===== src/logic/wdog_regs.svh =====
// register offsets, field positions, reset values and command codes
`ifndef WDOG_REGS_SVH
`define WDOG_REGS_SVH
`define OFS_COMMAND     8'h00
`define OFS_PRESCALER   8'h04
`define OFS_RELOAD      8'h08
`define OFS_STATUS      8'h0c
`define OFS_WINDOW      8'h10
`define OFS_IRQ_STATUS  8'h14
`define OFS_IRQ_MASK    8'h18
`define OFS_COUNTER     8'h1c
`define CMD_UNPROTECT   16'h5555
`define CMD_RELOAD      16'haaaa
`define CMD_START       16'hcccc
`define RST_RELOAD      12'h0fff
`define RST_WINDOW      12'h0fff
`define RST_PRESCALER   3'h0
`define BIT_PSC_BUSY    0
`define BIT_RLD_BUSY    1
`define BIT_WND_BUSY    2
`define BIT_EV_ZERO     0
`define BIT_EV_WINDOW   1
`define SYNC_CYCLES     3'h3
`define PSC_MAX_SEL     3'h6
`endif


===== src/logic/wdog_pkg.sv =====
// types shared by the watchdog register block
package wdog_pkg;
  typedef enum logic [1:0] {
    XFER_IDLE,
    XFER_BUSY
  } xfer_state_t;
endpackage


===== src/logic/independent_watchdog.sv =====
// independent watchdog: command, prescaler, reload, window, status registers
//
// What this block does
// - reload command loads counter from reload value
// - reload register writable only when unprotected
// - status bit 1 busy during reload transfer
// - status bit 0 busy during prescaler transfer
// - status bit 2 busy during window transfer
// - reload above window value causes reset
// - window register writable only when unprotected
// - half or full word access, reserved zero
// - start command counts down, zero resets
// - any other command restores write protection
// - window change triggers a reload
// - eight-stage prescaler feeds 12-bit counter
//
// Local design decision: the address-and-strobe port.
`timescale 1ns/1ps
`include "wdog_regs.svh"
module independent_watchdog #(
  parameter int CNT_W = 12,
  parameter int PSC_W = 8
) (
  input  wire logic        i_clock,
  input  wire logic        i_rst_b,
  input  wire logic        i_wd_tick,
  input  wire logic [7:0]  i_addr,
  input  wire logic [31:0] i_wdata,
  input  wire logic        i_wr,
  input  wire logic        i_rd,
  output logic      [31:0] o_rdata,
  output logic             o_wdog_reset,
  output logic             o_irq
);

  ////////////////////////////////////////////////////////////////////////
  // tick synchroniser: slow watchdog clock arrives as a pin level
  logic       tick_s1_q;
  logic       tick_s2_q;
  logic       tick_s3_q;
  wire        tick_en = tick_s2_q & ~tick_s3_q;

  always_ff @(posedge i_clock) begin
    if (!i_rst_b) begin
      tick_s1_q <= 1'b0;
      tick_s2_q <= 1'b0;
      tick_s3_q <= 1'b0;
    end else begin
      tick_s1_q <= i_wd_tick;
      tick_s2_q <= tick_s1_q;
      tick_s3_q <= tick_s2_q;
    end
  end

  ////////////////////////////////////////////////////////////////////////
  // address decode
  wire wr_cmd  = i_wr & (i_addr == `OFS_COMMAND);
  wire wr_psc  = i_wr & (i_addr == `OFS_PRESCALER);
  wire wr_rld  = i_wr & (i_addr == `OFS_RELOAD);
  wire wr_wnd  = i_wr & (i_addr == `OFS_WINDOW);
  wire wr_mask = i_wr & (i_addr == `OFS_IRQ_MASK);
  wire rd_irq  = i_rd & (i_addr == `OFS_IRQ_STATUS);
  wire [15:0] cmd = i_wdata[15:0];
  wire cmd_unprot = wr_cmd & (cmd == `CMD_UNPROTECT);
  wire cmd_reload = wr_cmd & (cmd == `CMD_RELOAD);
  wire cmd_start  = wr_cmd & (cmd == `CMD_START);

  ////////////////////////////////////////////////////////////////////////
  // write protection latch
  logic unlocked_q;

  always_ff @(posedge i_clock) begin
    if (!i_rst_b) begin
      unlocked_q <= 1'b0;
    end else if (wr_cmd) begin
      unlocked_q <= cmd_unprot;
    end
  end

  ////////////////////////////////////////////////////////////////////////
  // shadow registers seen by software, accepted only when unlocked
  logic [2:0]       psc_sw_q;
  logic [CNT_W-1:0] rld_sw_q;
  logic [CNT_W-1:0] wnd_sw_q;
  wire acc_psc = wr_psc & unlocked_q;
  wire acc_rld = wr_rld & unlocked_q;
  wire acc_wnd = wr_wnd & unlocked_q;

  always_ff @(posedge i_clock) begin
    if (!i_rst_b) begin
      psc_sw_q <= `RST_PRESCALER;
      rld_sw_q <= `RST_RELOAD;
      wnd_sw_q <= `RST_WINDOW;
    end else begin
      if (acc_psc) psc_sw_q <= i_wdata[2:0];
      if (acc_rld) rld_sw_q <= i_wdata[CNT_W-1:0];
      if (acc_wnd) wnd_sw_q <= i_wdata[CNT_W-1:0];
    end
  end

  ////////////////////////////////////////////////////////////////////////
  // transfer into the watchdog time base, one engine per register
  logic [2:0]       busy;
  logic [2:0]       xfer_done;
  logic [2:0]       xfer_start;
  assign xfer_start = {acc_wnd, acc_rld, acc_psc};

  genvar g;
  generate
    for (g = 0; g < 3; g++) begin : g_xfer
      wdog_pkg::xfer_state_t st_q;
      logic [2:0]            cnt_q;
      // busy spans a few slow ticks, like a real domain crossing
      always_ff @(posedge i_clock) begin
        if (!i_rst_b) begin
          st_q  <= wdog_pkg::XFER_IDLE;
          cnt_q <= 3'h0;
        end else begin
          case (st_q)
            wdog_pkg::XFER_IDLE: begin
              if (xfer_start[g]) begin
                st_q  <= wdog_pkg::XFER_BUSY;
                cnt_q <= `SYNC_CYCLES;
              end
            end
            wdog_pkg::XFER_BUSY: begin
              if (xfer_start[g]) begin
                cnt_q <= `SYNC_CYCLES;
              end else if (tick_en) begin
                if (cnt_q == 3'h1) begin
                  st_q <= wdog_pkg::XFER_IDLE;
                end
                cnt_q <= cnt_q - 3'h1;
              end
            end
            default: st_q <= wdog_pkg::XFER_IDLE;
          endcase
        end
      end
      assign busy[g] = (st_q == wdog_pkg::XFER_BUSY);
      assign xfer_done[g] = busy[g] & ~xfer_start[g] & tick_en
                            & (cnt_q == 3'h1);
    end
  endgenerate

  ////////////////////////////////////////////////////////////////////////
  // active copies used by the counter
  logic [2:0]       psc_act_q;
  logic [CNT_W-1:0] rld_act_q;
  logic [CNT_W-1:0] wnd_act_q;

  always_ff @(posedge i_clock) begin
    if (!i_rst_b) begin
      psc_act_q <= `RST_PRESCALER;
      rld_act_q <= `RST_RELOAD;
      wnd_act_q <= `RST_WINDOW;
    end else begin
      if (xfer_done[`BIT_PSC_BUSY]) psc_act_q <= psc_sw_q;
      if (xfer_done[`BIT_RLD_BUSY]) rld_act_q <= rld_sw_q;
      if (xfer_done[`BIT_WND_BUSY]) wnd_act_q <= wnd_sw_q;
    end
  end

  ////////////////////////////////////////////////////////////////////////
  // prescaler and down counter
  logic             running_q;
  logic [PSC_W-1:0] psc_cnt_q;
  logic [CNT_W-1:0] count_q;
  logic             rst_q;
  wire  [2:0]  psc_sel = (psc_act_q > `PSC_MAX_SEL) ? `PSC_MAX_SEL
                                                     : psc_act_q;
  // divide by 4 << sel: terminal when low (sel+2) bits are all ones
  // shift amount kept four bits wide so that sel 6 does not wrap to zero
  wire  [3:0]       psc_sh   = {1'b0, psc_sel} + 4'h2;
  wire  [PSC_W-1:0] psc_mask = PSC_W'((1 << psc_sh) - 1);
  wire  psc_tc = tick_en & ((psc_cnt_q & psc_mask) == psc_mask);
  wire  wnd_reload = xfer_done[`BIT_WND_BUSY];
  wire  do_reload  = cmd_reload | wnd_reload;
  wire  win_fault  = cmd_reload & running_q & (count_q > wnd_act_q);
  wire  zero_fault = running_q & psc_tc & (count_q == '0);

  always_ff @(posedge i_clock) begin
    if (!i_rst_b) begin
      running_q <= 1'b0;
      psc_cnt_q <= '0;
      count_q   <= `RST_RELOAD;
    end else begin
      if (cmd_start) running_q <= 1'b1;
      if (do_reload) begin
        count_q   <= rld_act_q;
        psc_cnt_q <= '0;
      end else if (running_q && tick_en) begin
        psc_cnt_q <= psc_cnt_q + 1'b1;
        if (psc_tc && count_q != '0) count_q <= count_q - 1'b1;
      end
    end
  end

  // reset request held until system reset removes it
  always_ff @(posedge i_clock) begin
    if (!i_rst_b) begin
      rst_q <= 1'b0;
    end else if (win_fault || zero_fault) begin
      rst_q <= 1'b1;
    end
  end
  assign o_wdog_reset = rst_q;

  ////////////////////////////////////////////////////////////////////////
  // interrupt status: set wins over read-clear
  logic [1:0] irq_st_q;
  logic [1:0] irq_mask_q;
  wire  [1:0] irq_set;
  assign irq_set[`BIT_EV_ZERO]   = zero_fault;
  assign irq_set[`BIT_EV_WINDOW] = win_fault;

  always_ff @(posedge i_clock) begin
    if (!i_rst_b) begin
      irq_st_q   <= 2'h0;
      irq_mask_q <= 2'h0;
    end else begin
      irq_st_q <= (rd_irq ? 2'h0 : irq_st_q) | irq_set;
      if (wr_mask) irq_mask_q <= i_wdata[1:0];
    end
  end
  assign o_irq = |(irq_st_q & irq_mask_q);

  ////////////////////////////////////////////////////////////////////////
  // read mux: narrow fields sit low, reserved bits zero
  logic [31:0] rmux;
  always_comb begin
    case (i_addr)
      `OFS_PRESCALER:  rmux = {29'h0, psc_sw_q};
      `OFS_RELOAD:     rmux = {20'h0, rld_sw_q};
      `OFS_STATUS:     rmux = {29'h0, busy};
      `OFS_WINDOW:     rmux = {20'h0, wnd_sw_q};
      `OFS_IRQ_STATUS: rmux = {30'h0, irq_st_q};
      `OFS_IRQ_MASK:   rmux = {30'h0, irq_mask_q};
      `OFS_COUNTER:    rmux = {19'h0, running_q, count_q};
      default:         rmux = 32'h0000_0000;
    endcase
  end

  always_ff @(posedge i_clock) begin
    if (!i_rst_b) begin
      o_rdata <= 32'h0000_0000;
    end else if (i_rd) begin
      o_rdata <= rmux;
    end else begin
      o_rdata <= 32'h0000_0000;
    end
  end

endmodule


===== config.mk =====
export PLATFORM = sky130hd
export DESIGN_NAME = independent_watchdog
export DESIGN_NICKNAME = d
export VERILOG_FILES = /design/src/logic/wdog_pkg.sv /design/src/logic/independent_watchdog.sv
export VERILOG_INCLUDE_DIRS = /design/src /design/src/logic
export SDC_FILE = /design/constraint.sdc
export NUM_CORES = 1
export LEC_CHECK = 0
export BUFFER_PORTS_ARGS = -buffer_cell sky130_fd_sc_hd__buf_2
export CELL_PAD_IN_SITES_DETAIL_PLACEMENT = 2
export CELL_PAD_IN_SITES_GLOBAL_PLACEMENT = 2
export CORE_MARGIN = 4
export CORE_UTILIZATION = 28
export CTS_CLUSTER_DIAMETER = 100
export CTS_CLUSTER_SIZE = 30
export DETAILED_ROUTE_END_ITERATION = 8
export PLACE_DENSITY = 0.79
export SLEW_MARGIN = 10
export SYNTH_ARGS = -nofsm -noshare
export SYNTH_HDL_FRONTEND = slang
export SYNTH_SLANG_ARGS = --single-unit

===== constraint.sdc =====
create_clock -name i_clock -period 4.05 [get_ports i_clock]
set_clock_uncertainty 0.05 [all_clocks]
set_input_delay 0.405 -clock i_clock [delete_from_list [all_inputs] [get_ports i_clock]]
set_output_delay 0.405 -clock i_clock [all_outputs]
set_load 0.01 [all_outputs]

# == Word level (Yosys, flattened, before mapping) ==
# Cells that the tools add are included.
# word_totals
reg_bits,131
input_bits,45
out_inout_bits,34
elab_cells,158
# classes
add_sub_neg,7
magnitude_cmp,2
n_eq_ne,32
shifts,1
mux,33
n_bitwise,36
n_reduce_logical,24
# op_table
operator,n
13-bit case mux with 7 select lines,1
12-bit 2-to-1 mux,3
16-bit equality test (second input constant),2
8-bit by 5-bit equality test with 1-bit output (second input constant),4
3-bit 2-to-1 mux,10
1-bit AND,27
2-bit 2-to-1 mux,13
2-bit != test (second input constant),9
3-bit case mux with 2 select lines,3
16-bit by 15-bit equality test with 1-bit output (second input constant),1
8-bit by 4-bit equality test with 1-bit output (second input constant),2
12-bit > comparator,1
12-bit zero test,1
2-bit case mux with 2 select lines,3
4-bit AND reduction,3
12-bit nonzero test,1
12-bit by 1-bit subtractor with 12-bit output (second input constant),1
2-bit nonzero test,5
3-bit by 1-bit equality test with 1-bit output (second input constant),3
3-bit != test (second input constant),3
3-bit AND reduction,3
3-bit by 1-bit subtractor with 3-bit output (second input constant),3
8-bit by 1-bit adder with 8-bit output (second input constant),1
8-bit AND,1
18 further kinds,31

# == Logic depth before layout (Yosys ltp) ==
# logic_depth
ltp_word,12
mapped_depth,9
ltp_nobuf,8

# == Least setup slack after synthesis ==
# No wires, ideal clock.
# synth_timing
path_type,flip-flop to flip-flop
start,register psc_act_q[1]
end,register count_q[9]
setup_time_ns,0.127
t_arrival_ns,2.762
required_ns,3.873
path_slack_ns,1.110
path_stages_with_launch,10
path_buffers,1
period_less_slack_ns,2.940
path_cell_list,dfxtp_1 inv_1 ha_1 nor4bb_1 mux2_4 or4_1 buf_2 or4_4 o32ai_1 a211oi_1
# synth_between
elab_chain_len,11
# synth_lines
element,line_no,source
"start, declared",independent_watchdog.sv:148,logic [2:0] psc_act_q;
"start signal, assigned",independent_watchdog.sv:154,psc_act_q <= `RST_PRESCALER;
"start signal, assigned",independent_watchdog.sv:158,if (xfer_done[`BIT_PSC_BUSY]) psc_act_q <= psc_sw_q;
3-bit > comparator (no line),--,
3-bit 2-to-1 mux *,independent_watchdog.sv:170,wire [2:0] psc_sel = (psc_act_q > `PSC_MAX_SEL) ? `PSC_MAX_SEL
3-bit by 2-bit adder with 4-bit output *,independent_watchdog.sv:174,"wire [3:0] psc_sh = {1'b0, psc_sel} + 4'h2;"
1-bit by 4-bit left shift with 8-bit output *,independent_watchdog.sv:175,wire [PSC_W-1:0] psc_mask = PSC_W'((1 << psc_sh) - 1);
8-bit by 2-bit subtractor with 8-bit output *,independent_watchdog.sv:175,
8-bit AND,independent_watchdog.sv:176,wire psc_tc = tick_en & ((psc_cnt_q & psc_mask) == psc_mask);
8-bit equality test *,independent_watchdog.sv:176,
1-bit AND *,independent_watchdog.sv:176,
1-bit logical AND *,independent_watchdog.sv:194,if (psc_tc && count_q != '0) count_q <= count_q - 1'b1;
2-bit nonzero test (no line) *,--,
2-bit AND reduction (no line) *,--,
"end signal, assigned",independent_watchdog.sv:186,count_q <= `RST_RELOAD;
"end signal, assigned",independent_watchdog.sv:190,count_q <= rld_act_q;
"end signal, assigned",independent_watchdog.sv:194,
"end, declared",independent_watchdog.sv:168,logic [CNT_W-1:0] count_q;
# Mark *: on every way between the ends. The rest lies on a longest branch, timed or not.
# A chain may end at the register's enable or synchronous reset.

# == Worst setup path in the final report ==
# layout_timing
start,register psc_act_q[2]
end,register count_q[8]
# The elaborated chain is that of the path after synthesis.

==> results.cfg <==
[status]
status = finished, final reports clean

[synthesis]
yosys_warnings = 0
synth.yosys.seq_area_share_pct = 40.7
synth_area_leader_cell = dfxtp_1
synth_cell_types = 59
yosys_most_used_dff = dfxtp_1
yosys_register_bits = 109
synth_top_area_share_pct = 40.7
synth_edf_count = 0
syn-instance-count = 659
ys_top_cells_by_area = dfxtp_1, nand2_1, ha_1
async_flop_share_pct = 0
syn_area_mm2 = 0.00537
avgSynthCellArea_um2 = 8.14

[final_layout]
final_cell_mix = nand2_1, dfxtp_1, nor2_1, nand3_1, buf_2
layout.cells.most_common = nand2_1
fill_cells = 2189
layout.nets = 753
fin_util_pct = 32.0
antenna_cells = 0
area_delta_synth_final_pct = 12.1
drive_above_1_share_pct = 11.6
design_area_mm2 = 0.00601

[placement]
io_buffers = 43
dp_slack_ns = 0.809
gp_congestion = 0.825
placed_cell_area_mm2 = 0.00573
hpwl_mm = 13.5

[die]
core_region_area_mm2 = 0.0188
io_pins = 79
dieArea_mm2 = 0.0214
chipHeight_um = 146
start_util_pct = 28.6
std_cell_rows = 50
die_w_um = 146

[cts]
cts_setup_buffers = 0
cts_tree = done
cts_resized = 0
clock_latency_ns = 0.36
clk_root_buffer_cell = clkbuf_16
cts_max_path_buffers = 2
ctsHoldBuffers = 0
clock_sinks = 109
ctsHtreeMaxLevel = 3
cts_buffers = 9
clk_pin_slew_worst_paths_ns = 0.07

[timing]
max_freq_mhz = 311
timing.hold.ws_ns = 0.224
relSlewSlack_pct = 53.0
slew_violations = 0
setup_viol = 0
hold_viol = 0
final.setup.tns_ns = 0
period_needed_ns = 3.22
worst_pin_slew_ns = 0.705
fin_ws_ns = 0.834
grt_setup_unrepaired = false
fin_crit_sh_pct = 79.4

[power]
vdd_drop_max_mv = 0.192
p_leak_nw = 2.50
p_per_area_mw_per_mm2 = 343

[grt]
grt_start_max_net_pins = 66
grt_use_total_pct = 16.8
grt_pass1_wl_mm = 28.8
grt_overflow = 0
grt_pass1_vias = 5315
antenna_found_initial = 0

[route]
wire_per_inst_um = 19.2
vias = 4846
drc = 0
dr.pass1.iters = 4
avgViaCountPerCell = 5.24
drt-total-wl_mm = 17.7
detail-route-antenna-nets = 0
drt_iter0_markers = 322

[worst_hold_path]
worstHoldPathType = in2reg
holdPathStages = 2

[worst_setup_path]
r2r_cells = 8
crit_fanout = 6
cp_data_required_time_ns = 4.25
cp_data_arrival_time_ns = 3.41
end_kind = register
crit_type = reg2reg
cp-start-kind = register

[flow_run]
drv_cap = 0
## report_power, final
part           switching, mW  internal, mW
Combinational         0.0724        0.0374
Clock                  0.433         0.423
Sequential            0.0157          1.08
## synth_stat cells (5+ instances only)
master    number
a222oi_1       9
nor2_1        51
nor4_1         8
and2_1         5
nor2b_1        6
a21oi_1       29
or3_1          5
clkbuf_1      33
ha_1          23
nand4_1       12
xor2_1         6
inv_1         30
mux2i_1       14
buf_4         19
nor4bb_1       7
nand2_1      126
nor3_1        17
o21ai_0       21
nand3_1       45
nand2b_1       5
and3_1         6
xnor2_1        6
o211ai_1       7
dfxtp_1      109
## kinds of logic after synthesis
kind of cell | Yosys count | synth area share [%]
simple gates | 316 | 29.2
flops | 109 | 40.7
compound gates | 96 | 12.4
buf+inv | 87 | 7.51
fa+ha+maj | 23 | 5.36
mux | 15 | 2.89
xor+xnor | 12 | 1.96
other cells | 1 | 0.0699
## final timing paths
kind,startpoint,to,slack [ns]
setup reg to reg,psc_act_q[2]$_SDFFE_PN0P_,count_q[8]$_SDFFE_PN1P_,0.83
setup / recovery,psc_act_q[2]$_SDFFE_PN0P_,count_q[8]$_SDFFE_PN1P_,0.83
hold reg to reg,tick_s1_q$_SDFF_PN0_,tick_s2_q$_SDFF_PN0_,0.41
hold / removal,i_wd_tick,tick_s1_q$_SDFF_PN0_,0.22
## sequential cells by signal, summed over array words and instances (netlist names), 3 cells and up
signal,flops
rld_sw_q,12
wnd_act_q,12
count_q,12
g_xfer.cnt_q,9
o_rdata,13
psc_sw_q,3
psc_cnt_q,8
psc_act_q,3
g_xfer.st_q,3
wnd_sw_q,12
rld_act_q,12
## layout make-up
type	instances	area (µm²)	area share, %
flip-flops and latches	109	2180	36.3
clock buffers	10	229	3.81
multi-input cells	481	2850	47.4
inverters	30	113	1.87
well taps	234	293	4.87
repair buffers	54	298	4.95
clock inverters	6	50.0	0.832
## worst max-delay path, stage by stage (launching register included)
cell and delay [ns]:
dfxtp_1 0.41, inv_1 0.07, ha_1 0.30, nor4bb_1 0.38, mux2_4 0.36, or4_1 0.67, nor4_1 0.52, nand4_1 0.19
o311a_1 0.16
## metrics by stage
step | std cells | power [mW]
detailed placement | 908 | 1.23
global route | 924 | 2.15
CTS | 924 | 2.08
global placement | 908 | 1.22
floorplan | 677 | 1.19
finish | 924 | 2.06
## per-layer routing
metal	track usage [%]	wire length [µm]	vias to the layer above	part of all wire, %
met3	2.14	435	29	2.5
met5	0	0	-	0
met1	20.3	7720	2411	43
li1	-	-	2323	-
met2	30.3	9170	83	52
met4	6.63	429	0	2.4
(Power assumes the default switching activity.)
